===== src/rtl/io_watchdog_pkg.sv =====
// package for the i/o-read watchdog: port addresses, jumper codes, timing
// assumes a 20 MHz board clock and an isa-style i/o read strobe
package io_watchdog_pkg;

  localparam int unsigned ADDR_WIDTH         = 16;
  // i/o port that enables and refreshes the countdown
  localparam logic [15:0] ENABLE_PORT_ADDR   = 16'h0443;
  // i/o port that disables the countdown
  localparam logic [15:0] DISABLE_PORT_ADDR  = 16'h0043;
  localparam logic [7:0]  PORT_READ_DATA     = 8'hff;

  // board clock
  localparam longint unsigned CLK_HZ         = 64'd20000000;
  // selectable timeout periods, milliseconds
  localparam longint unsigned PERIOD0_MS     = 64'd1000;
  localparam longint unsigned PERIOD1_MS     = 64'd2000;
  localparam longint unsigned PERIOD2_MS     = 64'd5000;
  localparam longint unsigned PERIOD3_MS     = 64'd10000;
  // expiry pulse length in nanoseconds and cycles (least time, rounded up)
  localparam longint unsigned EXPIRE_PULSE_NS = 64'd1000;
  localparam int unsigned EXPIRE_PULSE_CYCLES =
    int'((EXPIRE_PULSE_NS * CLK_HZ + 64'd999999999) / 64'd1000000000);
  localparam int unsigned COUNT_WIDTH        = 32;
  localparam logic [31:0] COUNT_RESET        = 32'h00000000;

  // action jumper encoding
  localparam logic ACTION_RESET = 1'b0;
  localparam logic ACTION_NMI   = 1'b1;

  typedef enum logic [1:0] {
    WD_IDLE,
    WD_COUNT,
    WD_FIRE
  } wd_state_type;

endpackage : io_watchdog_pkg


===== src/rtl/io_watchdog_bus_if.sv =====
// interface between the watchdog top and its port decoder
// assumes all signals on clk
`timescale 1ns/1ps
`default_nettype none
interface io_watchdog_bus_if;
  logic enableHit;
  logic disableHit;
  modport decoder (output enableHit, output disableHit);
  modport core    (input enableHit, input disableHit);
endinterface : io_watchdog_bus_if
`default_nettype wire


===== src/rtl/io_read_watchdog_timer.sv =====
// i/o-read watchdog: enable/refresh and disable by port reads, expiry action by jumper
// assumes host i/o read cycles much longer than the 50 ns board clock
// Behaviour
// RULE1 - a read of port 0x443 enables the watchdog and starts its countdown.
// RULE2 - further reads of 0x443 while enabled reload the full timeout period.
// RULE3 - a read of port 0x043 stops and disables the countdown.
// RULE4 - on expiry the watchdog pulses a cold reset or an nmi per the action jumper.
// RULE5 - the period comes from the period jumper, never from software.
// RULE6 - the host should refresh with at least thirty percent margin.
// RULE7 - the host must read the disable port before its program ends.
// RULE8 - after system reset the watchdog is disabled until the first enable read.
`timescale 1ns/1ps
`default_nettype none
module io_read_watchdog_timer #(
  parameter longint unsigned PERIOD0_CYCLES =
    io_watchdog_pkg::PERIOD0_MS * io_watchdog_pkg::CLK_HZ / 64'd1000,
  parameter longint unsigned PERIOD1_CYCLES =
    io_watchdog_pkg::PERIOD1_MS * io_watchdog_pkg::CLK_HZ / 64'd1000,
  parameter longint unsigned PERIOD2_CYCLES =
    io_watchdog_pkg::PERIOD2_MS * io_watchdog_pkg::CLK_HZ / 64'd1000,
  parameter longint unsigned PERIOD3_CYCLES =
    io_watchdog_pkg::PERIOD3_MS * io_watchdog_pkg::CLK_HZ / 64'd1000
) (
  input  wire logic        clk,
  input  wire logic        sys_rst,
  input  wire logic [15:0] ioAddr,
  input  wire logic        ioRead_n,
  input  wire logic        timeout_action_jumper,
  input  wire logic [1:0]  timeout_period_jumper,
  output logic [7:0]       ioReadData,
  output logic             coldReset,
  output logic             nmiOut,
  output logic             watchdogActive
);
  io_watchdog_bus_if hits ();

  io_port_decoder u_decoder (
    .clk      (clk),
    .sys_rst  (sys_rst),
    .ioAddr   (ioAddr),
    .ioRead_n (ioRead_n),
    .hits     (hits.decoder)
  );

  // jumpers are static pins but still pass two flops
  logic       actMeta_reg, actSync_reg;
  logic [1:0] perMeta_reg, perSync_reg;
  always_ff @(posedge clk) begin
    actMeta_reg <= timeout_action_jumper;
    actSync_reg <= actMeta_reg;
    perMeta_reg <= timeout_period_jumper;
    perSync_reg <= perMeta_reg;
  end

  // RULE5 period from jumper only
  logic [31:0] reloadValue;
  always_comb begin
    case (perSync_reg)
      2'h0:    reloadValue = 32'(PERIOD0_CYCLES);
      2'h1:    reloadValue = 32'(PERIOD1_CYCLES);
      2'h2:    reloadValue = 32'(PERIOD2_CYCLES);
      default: reloadValue = 32'(PERIOD3_CYCLES);
    endcase
  end

  io_watchdog_pkg::wd_state_type state_reg, state_next;
  logic [31:0] count_reg, count_next;
  logic        reset_reg, reset_next, nmi_reg, nmi_next;
  logic [7:0]  data_reg, data_next;

  // countdown state machine; disable beats enable when both hit (cannot both match)
  always_comb begin
    state_next = state_reg;
    count_next = count_reg;
    reset_next = 1'b0;
    nmi_next   = 1'b0;
    data_next  = (hits.enableHit || hits.disableHit) ? io_watchdog_pkg::PORT_READ_DATA : data_reg;
    case (state_reg)
      io_watchdog_pkg::WD_IDLE: begin
        // RULE1 enable starts countdown
        if (hits.enableHit) begin
          state_next = io_watchdog_pkg::WD_COUNT;
          count_next = reloadValue;
        end
      end
      io_watchdog_pkg::WD_COUNT: begin
        if (hits.disableHit) begin
          // RULE3 disable stops countdown
          state_next = io_watchdog_pkg::WD_IDLE;
          count_next = io_watchdog_pkg::COUNT_RESET;
        end else if (hits.enableHit) begin
          // RULE2 refresh reloads period
          count_next = reloadValue;
        end else if (count_reg <= 32'h00000001) begin
          // RULE4 expiry fires the jumper action
          state_next = io_watchdog_pkg::WD_FIRE;
          count_next = 32'(io_watchdog_pkg::EXPIRE_PULSE_CYCLES);
          // raise here, else the pulse comes out one cycle short of its count
          reset_next = (actSync_reg == io_watchdog_pkg::ACTION_RESET);
          nmi_next   = (actSync_reg == io_watchdog_pkg::ACTION_NMI);
        end else begin
          count_next = count_reg - 32'h00000001;
        end
      end
      io_watchdog_pkg::WD_FIRE: begin
        // RULE4 hold action pulse, then idle
        reset_next = (actSync_reg == io_watchdog_pkg::ACTION_RESET);
        nmi_next   = (actSync_reg == io_watchdog_pkg::ACTION_NMI);
        if (count_reg <= 32'h00000001) begin
          state_next = io_watchdog_pkg::WD_IDLE;
          count_next = io_watchdog_pkg::COUNT_RESET;
          reset_next = 1'b0;
          nmi_next   = 1'b0;
        end else begin
          count_next = count_reg - 32'h00000001;
        end
      end
      default: begin
        state_next = io_watchdog_pkg::WD_IDLE;
        count_next = io_watchdog_pkg::COUNT_RESET;
      end
    endcase
    // RULE8 reset leaves it disabled
    if (sys_rst) begin
      state_next = io_watchdog_pkg::WD_IDLE;
      count_next = io_watchdog_pkg::COUNT_RESET;
      reset_next = 1'b0;
      nmi_next   = 1'b0;
      data_next  = 8'h00;
    end
  end

  always_ff @(posedge clk) begin
    state_reg <= state_next;
    count_reg <= count_next;
    reset_reg <= reset_next;
    nmi_reg   <= nmi_next;
    data_reg  <= data_next;
  end

  assign coldReset      = reset_reg;
  assign nmiOut         = nmi_reg;
  assign ioReadData     = data_reg;
  assign watchdogActive = (state_reg == io_watchdog_pkg::WD_COUNT);

  // helper: cycles the expiry action has stood so far
  logic [31:0] pulseLen_reg, pulseLen_next;
  always_comb begin
    pulseLen_next = (coldReset || nmiOut) ? pulseLen_reg + 32'h00000001 : 32'h00000000;
    if (sys_rst) begin
      pulseLen_next = 32'h00000000;
    end
  end

  always_ff @(posedge clk) begin
    pulseLen_reg <= pulseLen_next;
  end
endmodule : io_read_watchdog_timer
`default_nettype wire


===== src/rtl/io_port_decoder.sv =====
// i/o read decoder: synchronises the read strobe and flags port hits
// assumes address is stable while the read strobe is low
`timescale 1ns/1ps
`default_nettype none
module io_port_decoder (
  input  wire logic                  clk,
  input  wire logic                  sys_rst,
  input  wire logic [15:0]           ioAddr,
  input  wire logic                  ioRead_n,
  io_watchdog_bus_if.decoder         hits
);
  logic [15:0] addrMeta_reg, addrSync_reg, addrMeta_next, addrSync_next;
  logic [2:0]  rdSh_reg, rdSh_next;

  // two-stage synchroniser plus one edge stage for the strobe
  always_comb begin
    addrMeta_next = ioAddr;
    addrSync_next = addrMeta_reg;
    rdSh_next     = {rdSh_reg[1:0], ~ioRead_n};
    if (sys_rst) begin
      rdSh_next = 3'h0;
    end
  end

  always_ff @(posedge clk) begin
    addrMeta_reg <= addrMeta_next;
    addrSync_reg <= addrSync_next;
    rdSh_reg     <= rdSh_next;
  end

  // one pulse per read cycle, at the strobe's leading edge
  logic readStart;
  assign readStart       = rdSh_reg[1] & ~rdSh_reg[2];
  assign hits.enableHit  = readStart && (addrSync_reg == io_watchdog_pkg::ENABLE_PORT_ADDR);
  assign hits.disableHit = readStart && (addrSync_reg == io_watchdog_pkg::DISABLE_PORT_ADDR);
endmodule : io_port_decoder
`default_nettype wire


===== config.mk =====
export PLATFORM = sky130hd
export DESIGN_NAME = io_read_watchdog_timer
export DESIGN_NICKNAME = d
export VERILOG_FILES = /design/src/rtl/io_watchdog_pkg.sv /design/src/rtl/io_watchdog_bus_if.sv /design/src/rtl/io_read_watchdog_timer.sv /design/src/rtl/io_port_decoder.sv
export SDC_FILE = /design/constraint.sdc
export NUM_CORES = 1
export LEC_CHECK = 0
export BUFFER_PORTS_ARGS = -buffer_cell sky130_fd_sc_hd__buf_2
export CORE_AREA = 2 2 98 100
export DETAILED_ROUTE_END_ITERATION = 8
export DIE_AREA = 0 0 100 102
export PLACE_DENSITY_LB_ADDON = 0.15
export SYNTH_ARGS = -nofsm -noshare
export SYNTH_HDL_FRONTEND = slang
export SYNTH_SLANG_ARGS = --single-unit

===== constraint.sdc =====
create_clock -name clk -period 6.5 [get_ports clk]
set_input_delay 0.325 -clock clk [delete_from_list [all_inputs] [get_ports clk]]
set_output_delay 0.325 -clock clk [all_outputs]
set_load 0.03 [all_outputs]

After elaboration in Yosys (flattened, before gate mapping)
Cells that the tools add are included.

Memory bits (writable): 0. Register bits: 78. Bits in read-only memories: 0. Latch bits: 0. Memories: 0.

Eq/ne operators: 10. Reductions and logical operators: 6. Add/sub/neg operators: 1. Mux-type cells: 23. Bitwise gates (word level): 4. Divide/modulo/power cells: 0. Order comparisons: 1. Shift operators: 0. Multipliers: 0.

Operators by type and width (number): two-way mux 32 bit (5); one-hot mux 32 bit (3 select lines) (1); one-hot mux 28 bit (3 select lines) (1); less-or-equal comparator 32 x 1 -> 1 bit, second input constant (1); subtractor 32 x 1 -> 32 bit, second input constant (1); equality test 16 x 11 -> 1 bit, second input constant (1); equality test 16 x 7 -> 1 bit, second input constant (1); two-way mux 2 bit (5); two-way mux 1 bit (8); one-hot mux 2 bit (3 select lines) (1); equality test 2 x 1 -> 1 bit, second input constant (2); equality test 2 bit, second input constant (2); zero test 2 bit (2); inequality test 2 bit, second input constant (2); one-hot mux 1 bit (2 select lines) (2); AND reduction 4 bit (1); inequality test 3 x 1 -> 1 bit, second input constant (1); inequality test 3 x 2 -> 1 bit, second input constant (1); NOT 1 bit (3); logical AND 1 bit (2); AND 1 bit (1); logical OR 1 bit (1).

Logic depth before layout (Yosys ltp)
Word-level depth: 6. Mapped depth: 10.

Cells and area by module
From an unflattened synthesis, not the netlist that was laid out.

Cells, all modules: 408. Area, all modules: 3544.6 sq um.

By module, submodules not included: io_read_watchdog_timer (cells each 361, times used 1, area an instance 2761.4 sq um); io_port_decoder (cells each 47, times used 1, area an instance 783.3 sq um).

Worst setup path before layout
No wires, ideal clock.

Kind: register to register. Start point: reg count_reg[8]. End point: reg count_reg[23]. Arrival: 2259 ps. Required time: 6426 ps. Setup time: 74 ps. Setup slack: 4167 ps. Stages on the path, launching flop included: 7. Cell sequence: dfxtp_1 or4_1 or4_4 or4_1 a211oi_1 o221ai_1 o21ai_0.

Longest elaborated chain between the ends: 5. Elaborated cells between the ends (all ways): 7. Those cells by class: 1 x add/sub; 1 x order compare; 5 x mux.

Ends and longest elaborated chain: from (decl) (line io_read_watchdog_timer.sv:67) `logic [31:0] count_reg, count_next;`; from (signal assigned) (line io_read_watchdog_timer.sv:135) `count_reg <= count_next;`; subtractor 32 x 1 -> 32 bit or less-or-equal comparator 32 x 1 -> 1 bit (tied branches); two-way mux 32 bit (line io_read_watchdog_timer.sv:94) `end else if (count_reg <= 32'h00000001) begin`; two-way mux 32 bit (line io_read_watchdog_timer.sv:91) `end else if (hits.enableHit) begin`; two-way mux 32 bit (line io_read_watchdog_timer.sv:87) `if (hits.disableHit) begin`; one-hot mux 32 bit (3 select lines) (*) (line io_read_watchdog_timer.sv:78) `case (state_reg)`.

Mark *: on every way between the ends. The rest lies on a longest branch, timed or not. A chain may end at the register's enable or synchronous reset.

Worst setup path after layout
Start point: reg count_reg[0]. End point: reg count_reg[1].

Same word-level chain as after synthesis.

==> results.sh <==
export IMPL_htreeDepth=3
export IMPL_rsz0062_at_grt="false"
export IMPL_min_period_over_period_pct=45.4
export IMPL_largest_reg_flops=32
export IMPL_syn_num_nets=440
export IMPL_die_width_um=100
export IMPL_cp_end_kind="register"
export IMPL_worst_ep_arrival_time_ps=3230
export IMPL_antenna_cells=0
export IMPL_switching_share_pct=47.4
export IMPL_postRouteAntennaNets=0
export IMPL_cts_setup_buffers=0
export IMPL_first_pass_iters=5
export IMPL_status="finished clean"
export IMPL_max_stage_delay_ps=830
export IMPL_worstSetupPathType="register to register"
export IMPL_stdcell_area_mm2=0.00396
export IMPL_grt_max_degree=30
export IMPL_finalSetupTns_ps=0
export IMPL_p_int_w=0.00121
export IMPL_cp_top_family="compound AO/OA/AOI/OAI gates"
export IMPL_r2r_slack_ps=3550
export IMPL_ioPinCount=33
export IMPL_cts_tree="built"
export IMPL_clkTransAtPathRegs_ps=80
export IMPL_synth_area_mm2=0.00356
export IMPL_cts_buffers=9
export IMPL_pwr_share_clk_pct=17.7
export IMPL_grt_pass1_wl_mm=15.6
export IMPL_fmax_mhz=339
export IMPL_vias=3211
export IMPL_final_setup_viol_count=0
export IMPL_clk_latency_ps=360
export IMPL_grt_pass1_vias=3122
export IMPL_cp_start_kind="register"
export IMPL_port_buffers=32
export IMPL_track_usage_pct=19.5
export IMPL_nets=460
export IMPL_path_cells="inv_1 > ha_1 > o21bai_1 > nor3_1 > and4_1 > a21oi_1 > a21oi_2 > a211oi_1"
export IMPL_maxSlewHeadroom_pct=35.1
export IMPL_synth_seq_area_share_pct=43.9
export IMPL_dieArea_mm2=0.0102
export IMPL_maxCapViolations=0
export IMPL_drc=0
export IMPL_viasPerCell=5.87
export IMPL_placementRows=35
export IMPL_fin_crit_ps=2950
export IMPL_placeableCoreArea_mm2=0.00911
export IMPL_cp_data_required_time_ps=6780
export IMPL_critPathSlowestCell="a21oi_1"
export IMPL_power_density_mw_per_mm2=581
export IMPL_multi_input_area_mm2=0.00182
export IMPL_grt_overflow=0
export IMPL_dpl_hpwl_mm=6.64
export IMPL_cts_hold_buffers=0
export IMPL_seqCellArea_mm2=0.00156
export IMPL_synthFlopType="dfxtp_1"
export IMPL_place_congestion=0.908
export IMPL_synthTopCellsByArea="dfxtp_1 44%, a21oi_1 5.8%, nor2_1 4.2%, o21ai_0 3.8%, nor3_1 2.7%"
export IMPL_fin_skew_ps=13.7
export IMPL_antenna_found_initial=0
export IMPL_synthesis_area_per_instance_um2=8.64
export IMPL_hold_path_class="input pin to register"
export IMPL_seqPwrFrac_pct=27.3
export IMPL_drtIter0Drc=262
export IMPL_cts_resized=0
export IMPL_synth_edff_count=0
export IMPL_clockBufferDepth=2
export IMPL_clock_sinks=78
export IMPL_tightest_slew_ps=973
export IMPL_yosys_warnings=0
export IMPL_syn2layout_area_growth_pct=11.4
export IMPL_place_area_mm2=0.00375
export IMPL_cts_root_buf="clkbuf_8"
export IMPL_fill_cells=942
export IMPL_ys_types=56
export IMPL_crit_fanout=15
export IMPL_floorplan_initialDensity_pct=39.1
export IMPL_ys_async_sr_fraction_pct=0
export IMPL_critPathBufInv=1
export IMPL_die_h_um=102
export IMPL_ir_drop_mv=0.197
export IMPL_p_leak_nw=1.55
export IMPL_hold_violations=0
export IMPL_combPwrFrac_pct=55.1
export IMPL_ys_ff_latch=78
export IMPL_wl_per_cell_um=17.1
export IMPL_yosys_area_top_type_share_pct=43.9
export IMPL_switchingPower_w=0.00109
export IMPL_drive_gt1_share_pct=14.9
export IMPL_syn_inst=412
export IMPL_slew_violations=0
export IMPL_totalWireLength_mm=9.37
export IMPL_yosysTopAreaCell="dfxtp_1"
[worst reg2reg max path, stage by stage, from the launching register on]
cell and delay, ps:
dfxtp_1 380, inv_1 90, ha_1 290, o21bai_1 220, nor3_1 110, and4_1 380
a21oi_1 830, a21oi_2 290, a211oi_1 270
[cells by family after synthesis]
family          synth area share [%]
buf+inv                         5.03
compound gates                  22.0
flops                           43.9
xor+xnor                        3.45
fa+ha+maj                       2.11
simple gates                    23.5
[final timing paths]
kind | start | to | cells past startpoint
worst min-delay path | ioAddr[8] | u_decoder.addrMeta_reg[8] | 1
worst max-delay path | count_reg[0] | count_reg[1] | 8
worst max register to register | count_reg[0] | count_reg[1] | 8
worst min register to register | u_decoder.addrMeta_reg[12] | u_decoder.addrSync_reg[12] | 0
[layer usage]
metal,GRT usage (%),routed length (um),vias to the layer above
met4,6.22,137,0
li1,-,-,1559
met2,33.1,4390,133
met5,0,0,-
met3,5.13,637,15
met1,24.3,4200,1504
[cell usage in the layout, fill, tap and decap left out, types with 7 or more instances in the layout]
cell type  count
buf_2         32
clkbuf_8       9
inv_1         12
nor4_1        15
a211oi_1      10
dfxtp_1       78
a21oi_1       41
nand2_1       19
nand3_1       11
xor2_1         9
or4_1          7
nor3_1        19
o21ai_0       27
nor2_1        40
[Yosys cell counts, types with 3 or more instances]
master    count
nor4_1       15
ha_1          6
inv_1        12
nand2b_1      3
or3_1         5
xor2_1        9
nor3_1       19
a21oi_1      41
or4_1         7
nor2_1       40
a211oi_1     10
and4b_1       3
clkbuf_1     15
xnor2_1       5
o31ai_1       4
o221a_2       3
a21o_1        3
nand2_1      19
nand3_1      11
buf_4         7
and3_1        3
nand4b_1      5
nand4_1       5
o32ai_1       3
or2_2         6
o21ai_0      27
nor4b_1       3
dfxtp_1      78
a31oi_1       5
[layout make-up]
class | instances | area share [%]
multi-input cells | 296 | 46.0
flip-flops and latches | 78 | 39.4
repair buffers | 34 | 4.42
well taps | 111 | 3.50
clock buffers | 9 | 3.13
clock inverters | 6 | 2.37
inverters | 13 | 1.23
[per-stage QoR]
stage / setup slack [ps] / hold slack, ps / utilization [%] / power [W] / instances
2_1_floorplan: 4170 / 310 / - / 0.00159 / 412
3_3_place_gp: 3650 / 310 / 41.1 / 0.00187 / 532
3_5_place_dp: 3620 / 313 / 41.1 / 0.00187 / 532
4_1_cts: 3590 / 47.5 / 43.5 / 0.00227 / 547
5_1_grt: 3280 / 29.9 / 43.5 / 0.00248 / 547
6_report: 3550 / 61.4 / 43.5 / 0.00230 / 547
[power by group through the flow]
| stage | Clock, W | Combinational, W | Sequential [W] |
|---|---|---|---|
| after CTS | 0.000412 | 0.00124 | 0.000625 |
| after global routing | 0.000435 | 0.00140 | 0.000640 |
| final | 0.000407 | 0.00127 | 0.000627 |
| after detailed placement | 0 | 0.00123 | 0.000636 |
| after floorplan | 0 | 0.000978 | 0.000614 |
| after global placement | 0 | 0.00123 | 0.000637 |
(Power assumes the default switching activity.)
